--- src/pfc_map.svh ---
// Register offsets, field positions and timing constants of the pause block
`ifndef PFC_MAP_SVH
`define PFC_MAP_SVH

// ---------------------------------------------------------------
// Register map
// ---------------------------------------------------------------
`define PFC_PCS_OFFSET 12'h044
`define PFC_IRQ_STATUS_OFFSET 12'h050
`define PFC_IRQ_MASK_OFFSET 12'h054
`define PFC_PCS_RESET 32'h0000_0000

// ---------------------------------------------------------------
// Field positions
// ---------------------------------------------------------------
`define PFC_BIT_MANUAL_EN 31
`define PFC_BIT_RESERVED_GRP 30
`define PFC_BIT_DEST_MATCH 29
`define PFC_BIT_ACTIVE 23
`define PFC_BIT_SEEN 22
`define PFC_BIT_NEG 21
`define PFC_BIT_LOAD 16
`define PFC_CNT_MSB 15

// ---------------------------------------------------------------
// Interrupt status bits
// ---------------------------------------------------------------
`define PFC_IRQ_FRAME 0
`define PFC_IRQ_START 1
`define PFC_IRQ_END 2
`define PFC_IRQ_W 3

// ---------------------------------------------------------------
// Frame constants and timing
// ---------------------------------------------------------------
`define PFC_PAUSE_GROUP_ADDR 48'h0180_c200_0001
`define PFC_SLOT_BITS 512
`define PFC_BIT_TIME_PS 10000
`define PFC_CLK_PERIOD_PS 10000
`define PFC_SLOT_CYCLES ((`PFC_SLOT_BITS * `PFC_BIT_TIME_PS) / `PFC_CLK_PERIOD_PS)

`endif

--- src/pfc_pkg.sv ---
// Types shared by the pause flow control block
`default_nettype none
package pfc_pkg;
    typedef struct packed {
        logic valid;
        logic [47:0] dest;
        logic dest_match;
        logic [15:0] quanta;
    } pfc_frame_t;
endpackage : pfc_pkg
`default_nettype wire

--- src/pfc_pause_ctrl.sv ---
// Pause frame reception, pause interval timer and control/status register
//
// The APB interface to the registers was left to the implementer.
`include "pfc_map.svh"
`default_nettype none
module pfc_pause_ctrl #(
    parameter int SLOT_CYCLES = `PFC_SLOT_CYCLES
) (
    input wire logic pclk,
    input wire logic presetn,
    input wire logic psel,
    input wire logic penable,
    input wire logic pwrite,
    input wire logic [11:0] paddr,
    input wire logic [31:0] pwdata,
    output logic [31:0] prdata,
    output logic pready,
    output logic pslverr,
    input wire pfc_pkg::pfc_frame_t rx_frame,
    input wire logic autoneg_pause,
    input wire logic advertise_pause,
    output logic tx_hold,
    output logic irq
);
    import pfc_pkg::*;

    // ---------------------------------------------------------------
    // State
    // ---------------------------------------------------------------
    logic man_en_q, man_en_d;
    logic grp_en_q, grp_en_d;
    logic da_en_q, da_en_d;
    logic seen_q, seen_d;
    logic neg_q, neg_d;
    logic [15:0] cnt_q, cnt_d;
    logic [15:0] slot_q, slot_d;
    logic [`PFC_IRQ_W-1:0] ists_q, ists_d;
    logic [`PFC_IRQ_W-1:0] imask_q, imask_d;
    logic [31:0] prdata_d;
    logic pready_d, pslverr_d;
    logic tx_hold_d, irq_d;

    logic active;
    logic rx_enable;
    logic accept;
    logic wr, rd;
    logic hit_pcs, hit_sts, hit_msk;
    logic man_load;
    logic stop;
    logic ends;
    logic [`PFC_IRQ_W-1:0] events;
    logic [31:0] pcs_view;

    assign active = (cnt_q != 16'h0000);

    // ---------------------------------------------------------------
    // Frame filter and bus decode
    // ---------------------------------------------------------------
    always_comb begin
        rx_enable = man_en_q | neg_q;
        accept = rx_enable & rx_frame.valid &
            ((grp_en_q & (rx_frame.dest == `PFC_PAUSE_GROUP_ADDR)) |
             (da_en_q & rx_frame.dest_match));
        wr = psel & penable & pwrite & pready_q_n();
        rd = psel & ~penable & ~pwrite;
        hit_pcs = (paddr == `PFC_PCS_OFFSET);
        hit_sts = (paddr == `PFC_IRQ_STATUS_OFFSET);
        hit_msk = (paddr == `PFC_IRQ_MASK_OFFSET);
        man_load = wr & hit_pcs & pwdata[`PFC_BIT_LOAD] & ~seen_q & ~active;
        stop = wr & hit_pcs & man_en_q & ~pwdata[`PFC_BIT_MANUAL_EN];
        pcs_view = 32'h0000_0000;
        pcs_view[`PFC_BIT_MANUAL_EN] = man_en_q;
        pcs_view[`PFC_BIT_RESERVED_GRP] = grp_en_q;
        pcs_view[`PFC_BIT_DEST_MATCH] = da_en_q;
        pcs_view[`PFC_BIT_ACTIVE] = active;
        pcs_view[`PFC_BIT_SEEN] = seen_q;
        pcs_view[`PFC_BIT_NEG] = neg_q;
        pcs_view[`PFC_CNT_MSB:0] = cnt_q;
    end

    function automatic logic pready_q_n();
        pready_q_n = 1'b1;
    endfunction : pready_q_n

    // ---------------------------------------------------------------
    // Pause timer and control bits
    // ---------------------------------------------------------------
    always_comb begin
        man_en_d = man_en_q;
        grp_en_d = grp_en_q;
        da_en_d = da_en_q;
        cnt_d = cnt_q;
        slot_d = slot_q;
        seen_d = seen_q;
        ends = 1'b0;
        neg_d = autoneg_pause & advertise_pause;
        if (wr && hit_pcs) begin
            man_en_d = pwdata[`PFC_BIT_MANUAL_EN];
            grp_en_d = pwdata[`PFC_BIT_RESERVED_GRP];
            da_en_d = pwdata[`PFC_BIT_DEST_MATCH];
        end
        if (active) begin
            if (slot_q == 16'(SLOT_CYCLES - 1)) begin
                slot_d = 16'h0000;
                cnt_d = cnt_q - 16'h0001;
                ends = (cnt_q == 16'h0001);
            end else begin
                slot_d = slot_q + 16'h0001;
            end
        end else begin
            slot_d = 16'h0000;
        end
        if (accept) begin
            cnt_d = rx_frame.quanta;
            slot_d = 16'h0000;
            seen_d = 1'b1;
            ends = 1'b0;
        end else if (man_load) begin
            cnt_d = pwdata[`PFC_CNT_MSB:0];
            slot_d = 16'h0000;
        end
        if (stop) begin
            cnt_d = 16'h0000;
            slot_d = 16'h0000;
            ends = active;
        end
        if ((cnt_d == 16'h0000) && !accept) begin
            seen_d = 1'b0;
        end
        tx_hold_d = (cnt_d != 16'h0000);
    end

    // ---------------------------------------------------------------
    // Interrupts and APB answer
    // ---------------------------------------------------------------
    always_comb begin
        events = '0;
        events[`PFC_IRQ_FRAME] = accept;
        events[`PFC_IRQ_START] = (cnt_q == 16'h0000) && (cnt_d != 16'h0000);
        events[`PFC_IRQ_END] = ends;
        ists_d = ists_q;
        imask_d = imask_q;
        if (wr && hit_sts) begin
            ists_d = ists_q & ~pwdata[`PFC_IRQ_W-1:0];
        end
        if (wr && hit_msk) begin
            imask_d = pwdata[`PFC_IRQ_W-1:0];
        end
        ists_d = ists_d | events;
        irq_d = |(ists_d & imask_d);
        prdata_d = 32'h0000_0000;
        pslverr_d = 1'b0;
        if (psel && !penable) begin
            if (!(hit_pcs || hit_sts || hit_msk)) begin
                pslverr_d = 1'b1;
            end else if (rd && hit_pcs) begin
                prdata_d = pcs_view;
            end else if (rd && hit_sts) begin
                prdata_d[`PFC_IRQ_W-1:0] = ists_q;
            end else if (rd && hit_msk) begin
                prdata_d[`PFC_IRQ_W-1:0] = imask_q;
            end
        end else if (psel && penable) begin
            prdata_d = prdata;
            pslverr_d = pslverr;
        end
        pready_d = 1'b1;
    end

    always_ff @(posedge pclk or negedge presetn) begin
        if (!presetn) begin
            man_en_q <= 1'b0;
            grp_en_q <= 1'b0;
            da_en_q <= 1'b0;
            seen_q <= 1'b0;
            neg_q <= 1'b0;
            cnt_q <= 16'h0000;
            slot_q <= 16'h0000;
            ists_q <= '0;
            imask_q <= '0;
            prdata <= `PFC_PCS_RESET;
            pready <= 1'b0;
            pslverr <= 1'b0;
            tx_hold <= 1'b0;
            irq <= 1'b0;
        end else begin
            man_en_q <= man_en_d;
            grp_en_q <= grp_en_d;
            da_en_q <= da_en_d;
            seen_q <= seen_d;
            neg_q <= neg_d;
            cnt_q <= cnt_d;
            slot_q <= slot_d;
            ists_q <= ists_d;
            imask_q <= imask_d;
            prdata <= prdata_d;
            pready <= pready_d;
            pslverr <= pslverr_d;
            tx_hold <= tx_hold_d;
            irq <= irq_d;
        end
    end

    // ---------------------------------------------------------------
    // Assertions
    // ---------------------------------------------------------------
    AST_MANUAL_STOP: assert property (@(posedge pclk) disable iff (!presetn)
        (stop && !accept) |=> (cnt_q == 16'h0000))
        else $error("Manual enable clear did not end interval");
    AST_GROUP_ACCEPT: assert property (@(posedge pclk) disable iff (!presetn)
        (rx_frame.valid && man_en_q && grp_en_q && rx_frame.dest == `PFC_PAUSE_GROUP_ADDR && !stop)
        |=> (cnt_q == $past(rx_frame.quanta)))
        else $error("Group address pause frame not loaded");
    AST_DISABLED_IGNORE: assert property (@(posedge pclk) disable iff (!presetn)
        (rx_frame.valid && !man_en_q && !neg_q && !man_load && cnt_q == 16'h0000)
        |=> (cnt_q == 16'h0000))
        else $error("Frame accepted while reception disabled");
    AST_ACTIVE_READ: assert property (@(posedge pclk) disable iff (!presetn)
        (rd && hit_pcs) |=> (prdata[`PFC_BIT_ACTIVE] == $past(cnt_q != 16'h0000)))
        else $error("Active flag read wrong");
    AST_SEEN_HELD: assert property (@(posedge pclk) disable iff (!presetn)
        (seen_q && cnt_q > 16'h0001 && !stop) |=> seen_q)
        else $error("Seen flag dropped early");
    AST_NEG: assert property (@(posedge pclk) disable iff (!presetn)
        neg_q |-> $past(advertise_pause))
        else $error("Negotiated bit set without advertising");
    AST_LOAD_BLOCKED: assert property (@(posedge pclk) disable iff (!presetn)
        (wr && hit_pcs && pwdata[`PFC_BIT_LOAD] && !accept && !stop && cnt_q > 16'h0001)
        |=> (cnt_q == $past(cnt_q) || cnt_q == $past(cnt_q) - 16'h0001))
        else $error("Manual load taken during interval");
    AST_LOAD_READ0: assert property (@(posedge pclk) disable iff (!presetn)
        (rd && hit_pcs) |=> (prdata[`PFC_BIT_LOAD] == 1'b0 && prdata[28:24] == 5'h00 && prdata[20:17] == 4'h0))
        else $error("Load or unused bits read nonzero");
    AST_SLOT_DEC: assert property (@(posedge pclk) disable iff (!presetn)
        (active && slot_q == 16'(SLOT_CYCLES - 1) && !accept && !man_load && !stop)
        |=> (cnt_q == $past(cnt_q) - 16'h0001))
        else $error("Counter did not decrement at slot end");
    AST_HOLD: assert property (@(posedge pclk) disable iff (!presetn)
        (cnt_q != 16'h0000) |-> tx_hold)
        else $error("Transmit not held during interval");

    // ---------------------------------------------------------------
    // Filter, load, flag, timer, interrupt and bus checks
    // ---------------------------------------------------------------
    AST_RX_BY_NEG: assert property (@(posedge pclk) disable iff (!presetn)
        (rx_frame.valid && neg_q && !man_en_q && grp_en_q && rx_frame.dest == `PFC_PAUSE_GROUP_ADDR)
        |=> (cnt_q == $past(rx_frame.quanta)))
        else $error("Negotiated reception ignored a frame");
    AST_STOP_EVENT: assert property (@(posedge pclk) disable iff (!presetn)
        (stop && active && !accept) |=> ists_q[`PFC_IRQ_END])
        else $error("Manual stop did not flag interval end");
    AST_GROUP_EXACT: assert property (@(posedge pclk) disable iff (!presetn)
        (rx_frame.valid && grp_en_q && !da_en_q && rx_frame.dest != `PFC_PAUSE_GROUP_ADDR
            && !man_load && !active)
        |=> (cnt_q == 16'h0000))
        else $error("Frame to other address accepted");
    AST_DEST_MATCH: assert property (@(posedge pclk) disable iff (!presetn)
        (rx_frame.valid && man_en_q && da_en_q && rx_frame.dest_match && !stop)
        |=> (cnt_q == $past(rx_frame.quanta)))
        else $error("Destination match frame not loaded");
    AST_SEEN_SET: assert property (@(posedge pclk) disable iff (!presetn)
        accept |=> seen_q)
        else $error("Seen flag not set by accepted frame");
    AST_SEEN_END: assert property (@(posedge pclk) disable iff (!presetn)
        (active && cnt_d == 16'h0000 && !accept) |=> (!seen_q && !tx_hold))
        else $error("Seen flag or hold left after interval end");
    AST_NEG_SET: assert property (@(posedge pclk) disable iff (!presetn)
        (autoneg_pause && advertise_pause) |=> neg_q)
        else $error("Negotiated bit not set");
    AST_MANUAL_LOAD: assert property (@(posedge pclk) disable iff (!presetn)
        (wr && hit_pcs && pwdata[`PFC_BIT_LOAD] && !seen_q && !active && !accept && !stop)
        |=> (cnt_q == $past(pwdata[`PFC_CNT_MSB:0])))
        else $error("Manual load not taken while idle");
    AST_COUNT_READ: assert property (@(posedge pclk) disable iff (!presetn)
        (rd && hit_pcs) |=> (prdata[`PFC_CNT_MSB:0] == $past(cnt_q)))
        else $error("Count field read not live");
    AST_SLOT_HOLD: assert property (@(posedge pclk) disable iff (!presetn)
        (active && slot_q != 16'(SLOT_CYCLES - 1) && !accept && !man_load && !stop)
        |=> (cnt_q == $past(cnt_q)))
        else $error("Counter moved inside a slot");
    AST_ERR_UNMAPPED: assert property (@(posedge pclk) disable iff (!presetn)
        (psel && !penable && !(hit_pcs || hit_sts || hit_msk)) |=> pslverr)
        else $error("Unmapped access gave no error");
    AST_IRQ_LEVEL: assert property (@(posedge pclk) disable iff (!presetn)
        irq == |(ists_q & imask_q))
        else $error("Interrupt level wrong");
    AST_EVENT_STICKY: assert property (@(posedge pclk) disable iff (!presetn)
        (events != '0) |=> ((ists_q & $past(events)) == $past(events)))
        else $error("Interrupt event lost");
endmodule : pfc_pause_ctrl
`default_nettype wire

--- config.mk ---
export PLATFORM = sky130hd
export DESIGN_NAME = pfc_pause_ctrl
export DESIGN_NICKNAME = d
export VERILOG_FILES = /design/src/pfc_pkg.sv /design/src/pfc_pause_ctrl.sv
export VERILOG_INCLUDE_DIRS = /design/src
export SDC_FILE = /design/constraint.sdc
export NUM_CORES = 1
export LEC_CHECK = 0
export BUFFER_PORTS_ARGS = -buffer_cell sky130_fd_sc_hd__buf_2
export CAP_MARGIN = 20
export CORE_MARGIN = 2
export CORE_UTILIZATION = 44
export DETAILED_ROUTE_END_ITERATION = 10
export PLACE_DENSITY = 0.76
export SLEW_MARGIN = 10
export SYNTH_ARGS = -nofsm -noshare
export SYNTH_HDL_FRONTEND = slang
export SYNTH_SLANG_ARGS = --single-unit
--- constraint.sdc ---
create_clock -name pclk -period 3.48 [get_ports pclk]
set_input_delay 0.348 -clock pclk [delete_from_list [all_inputs] [get_ports pclk]]
set_output_delay 0.348 -clock pclk [all_outputs]
set_load 0.02 [all_outputs]
==> impl_metrics.ini <==
[outcome]
outcome = completed

[clock_network]
clk_pin_slew_ns = 0.08
numCtsBuffers = 9
cts.sink_count = 69
cts_buffer_depth = 2
cts_htree_levels = 3
clock_latency_ns = 0.35
cts-root-buf = clkbuf_8
cts_tree = built

[yosys]
synth_edf_count = 0
yosys.area_share.simple = 0.239
syn_area_per_cell_um2 = 9.72
yosysTopAreaCellShare = 0.450
ys_ff_latch = 69
synthCells = 395
synth_compound_area_frac = 0.165
ys_types = 62
syn-cell-area_um2 = 3840
async_flop_share = 1.00
yosys.area_share.xor_xnor = 0.0521
synth_top_family_by_area = simple AND/OR/NAND/NOR gates
yosysWarnings = 0
ys_top_cells_by_area = dfrtp_1 (45%), a22o_1 (4.3%), nor2_1 (3.5%), nand4_1 (2.8%), xnor2_1 (2.7%)
synth_top_flop_cell = dfrtp_1
synthAdderAreaFrac = 0.0130
synth_top_cell_by_area = dfrtp_1
synthMuxAreaShare = 0.0277
ys_seq_area_frac = 0.450

[finish]
n_antenna_cell = 0
syn_to_final_growth_pct = 27.9
final_cell_mix = buf_2 (130), dfrtp_1 (69), nor2_1 (36), buf_4 (23), nand2_1 (22)
finalNetCount = 661
layout_commonest_cell = buf_2
drive_gt1_frac = 0.354
fillCellCount = 793
fin_cells = 653
finalCoreUtilization = 0.571
final_area_um2 = 4910

[detailed_routing]
firstDrtPassIters = 4
antenna_left = 0
initialDrtViolationCount = 238
post_drt_wl_per_cell_um = 18.1
drt-total-wl_mm = 11.8
routed_via_density = 5.77
vias = 3767
drc_errors = 0

[critical_path]
critPathBufInv = 2
cp_cell_sequence = or4_1, or4_4, buf_4, o21a_1, a211oi_1, a211oi_2, a31oi_1, o311ai_2, nor3_4, inv_2, a21o_1
critPathLaunchType = register
reg2reg_to = seen_q$_DFFE_PN0P_
rrSetupSlack_ns = 0.17
reg2reg_from = slot_q[13]$_DFF_PN0_
path_max_fanout = 5
ff2ff_path_depth = 11
path_delay_family = simple AND/OR/NAND/NOR gates
critical_path_arrival_ns = 3.55
worstPathRequired_ns = 3.72
slowest_stage = or4_4
crit_path_end_kind = register
path_class = register to register
crit_path_max_incr_delay_ns = 0.60

[job]
cap_violations = 0

[placed_design]
dp_hpwl_mm = 8.97
globalplace.congestion = 0.973
placed_cells = 636
postPlaceCellArea_um2 = 4680
dp_slack_ns = 0.0783
io_buffers = 130

[timing]
fmax_mhz = 303
skew_ns = 0.0162
setup_tns_ns = 0
setup_violations = 0
relSlewSlack = 0.339
whs_ns = 0.210
slew_viol_final = 0
rsz0062_at_grt = false
timing.final.ws_setup_ns = 0.174
worstMarginPinSlew_ns = 0.991
finalCritPeriodShare = 0.950
hold_viol = 0
fin_crit_ns = 3.31

[global_route]
grt_max_degree = 53
grt_pass1_wl_mm = 18.9
grt_overflow = 0
track_usage = 0.252
grt_pass1_vias = 3779
antenna_found_initial = 0

[worst_hold_path]
hold_depth = 2
hp-start = advertise_pause
holdPathEnd = neg_q$_DFF_PN0_
hold_path_class = input port to register

[floorplan]
die_h_um = 97.4
core_um2 = 8590
std_cell_rows = 34
die_area_um2 = 9490
start_util = 0.447
ios = 153
dieWidth_um = 97.4

[power_and_ir_drop]
power.density_nw_per_um2 = 326
leakagePower_nw = 2.40
finalPower_mw = 1.60
ir_drop_uv = 210
## sequential cells by signal, summed over array words and instances (netlist names)
name,count
cnt_q,16
grp_en_q,1
irq,1
prdata,22
seen_q,1
pready,1
neg_q,1
imask_q,3
tx_hold,1
slot_q,16
ists_q,3
pslverr,1
man_en_q,1
da_en_q,1
## how the worst max path moves through the flow
stage / start / end / slack (ns) / depth (start not counted)
3_3_place_gp: slot_q[13]$_DFF_PN0_ / irq$_DFF_PN0_ / 0.15 / 10
2_1_floorplan: slot_q[12]$_DFF_PN0_ / seen_q$_DFFE_PN0P_ / 0.15 / 11
6_report: slot_q[13]$_DFF_PN0_ / seen_q$_DFFE_PN0P_ / 0.17 / 11
4_1_cts: slot_q[13]$_DFF_PN0_ / irq$_DFF_PN0_ / 0.08 / 10
5_1_grt: slot_q[13]$_DFF_PN0_ / irq$_DFF_PN0_ / 0.01 / 11
3_5_place_dp: slot_q[13]$_DFF_PN0_ / irq$_DFF_PN0_ / 0.08 / 10
## synth_stat cells, types with 8 or more instances
master,n
nor2_1,36
and3_1,13
xnor2_1,12
inv_1,11
nor4_1,10
buf_4,10
clkbuf_1,15
nor3_1,10
a21oi_1,11
nand4_1,17
a22o_1,19
xor2_1,9
a211oi_1,8
nand2_1,22
nand3_1,16
dfrtp_1,69
## worst register-to-register path: cells and delay by family, from the launching register on
family                 cells  cell delay [ns]
buffers and inverters      2             0.23
AOI/OAI and AO/OA          6             1.17
DFF                        1             0.40
and+or+nand+nor            3             1.40
## routing by layer
metal  GRT usage  vias to the layer above  share of wire
met2       0.397                      131           0.48
met1       0.344                     1875           0.44
li1            -                     1737              -
met3      0.0367                       24          0.055
met5           0                        -              0
met4       0.118                        0          0.024
## power breakdown
group | internal, mW | switching (mW)
combinational | 0.0694 | 0.0801
clock | 0.297 | 0.303
sequential | 0.824 | 0.0257
## layout make-up
cell class | instances | area [um^2] | area share
clock buffers | 13 | 159 | 0.0324
clock inverters | 3 | 20.0 | 0.00408
inverters | 12 | 45.0 | 0.00917
multi-input cells | 294 | 1990 | 0.406
flip-flops and latches | 69 | 1730 | 0.352
well taps | 108 | 135 | 0.0275
repair buffers | 154 | 833 | 0.170
## cells by family (layout without fill, tap and decap cells)
kind of cell,after synthesis,after routing
flops,69,69
simple gates,166,166
xor+xnor,22,22
fa+ha+maj,4,4
buf+inv,41,182
mux,10,10
other cells,2,11
compound gates,81,81
## repair_timing
action,in CTS,in global routing
hold buffers,1,0
endpoints found under the setup margin,0,4
setup buffers,0,0
gates resized for setup,0,11
endpoints found under the hold margin,17,0
No activity file was read; power rests on OpenSTA's default activity.
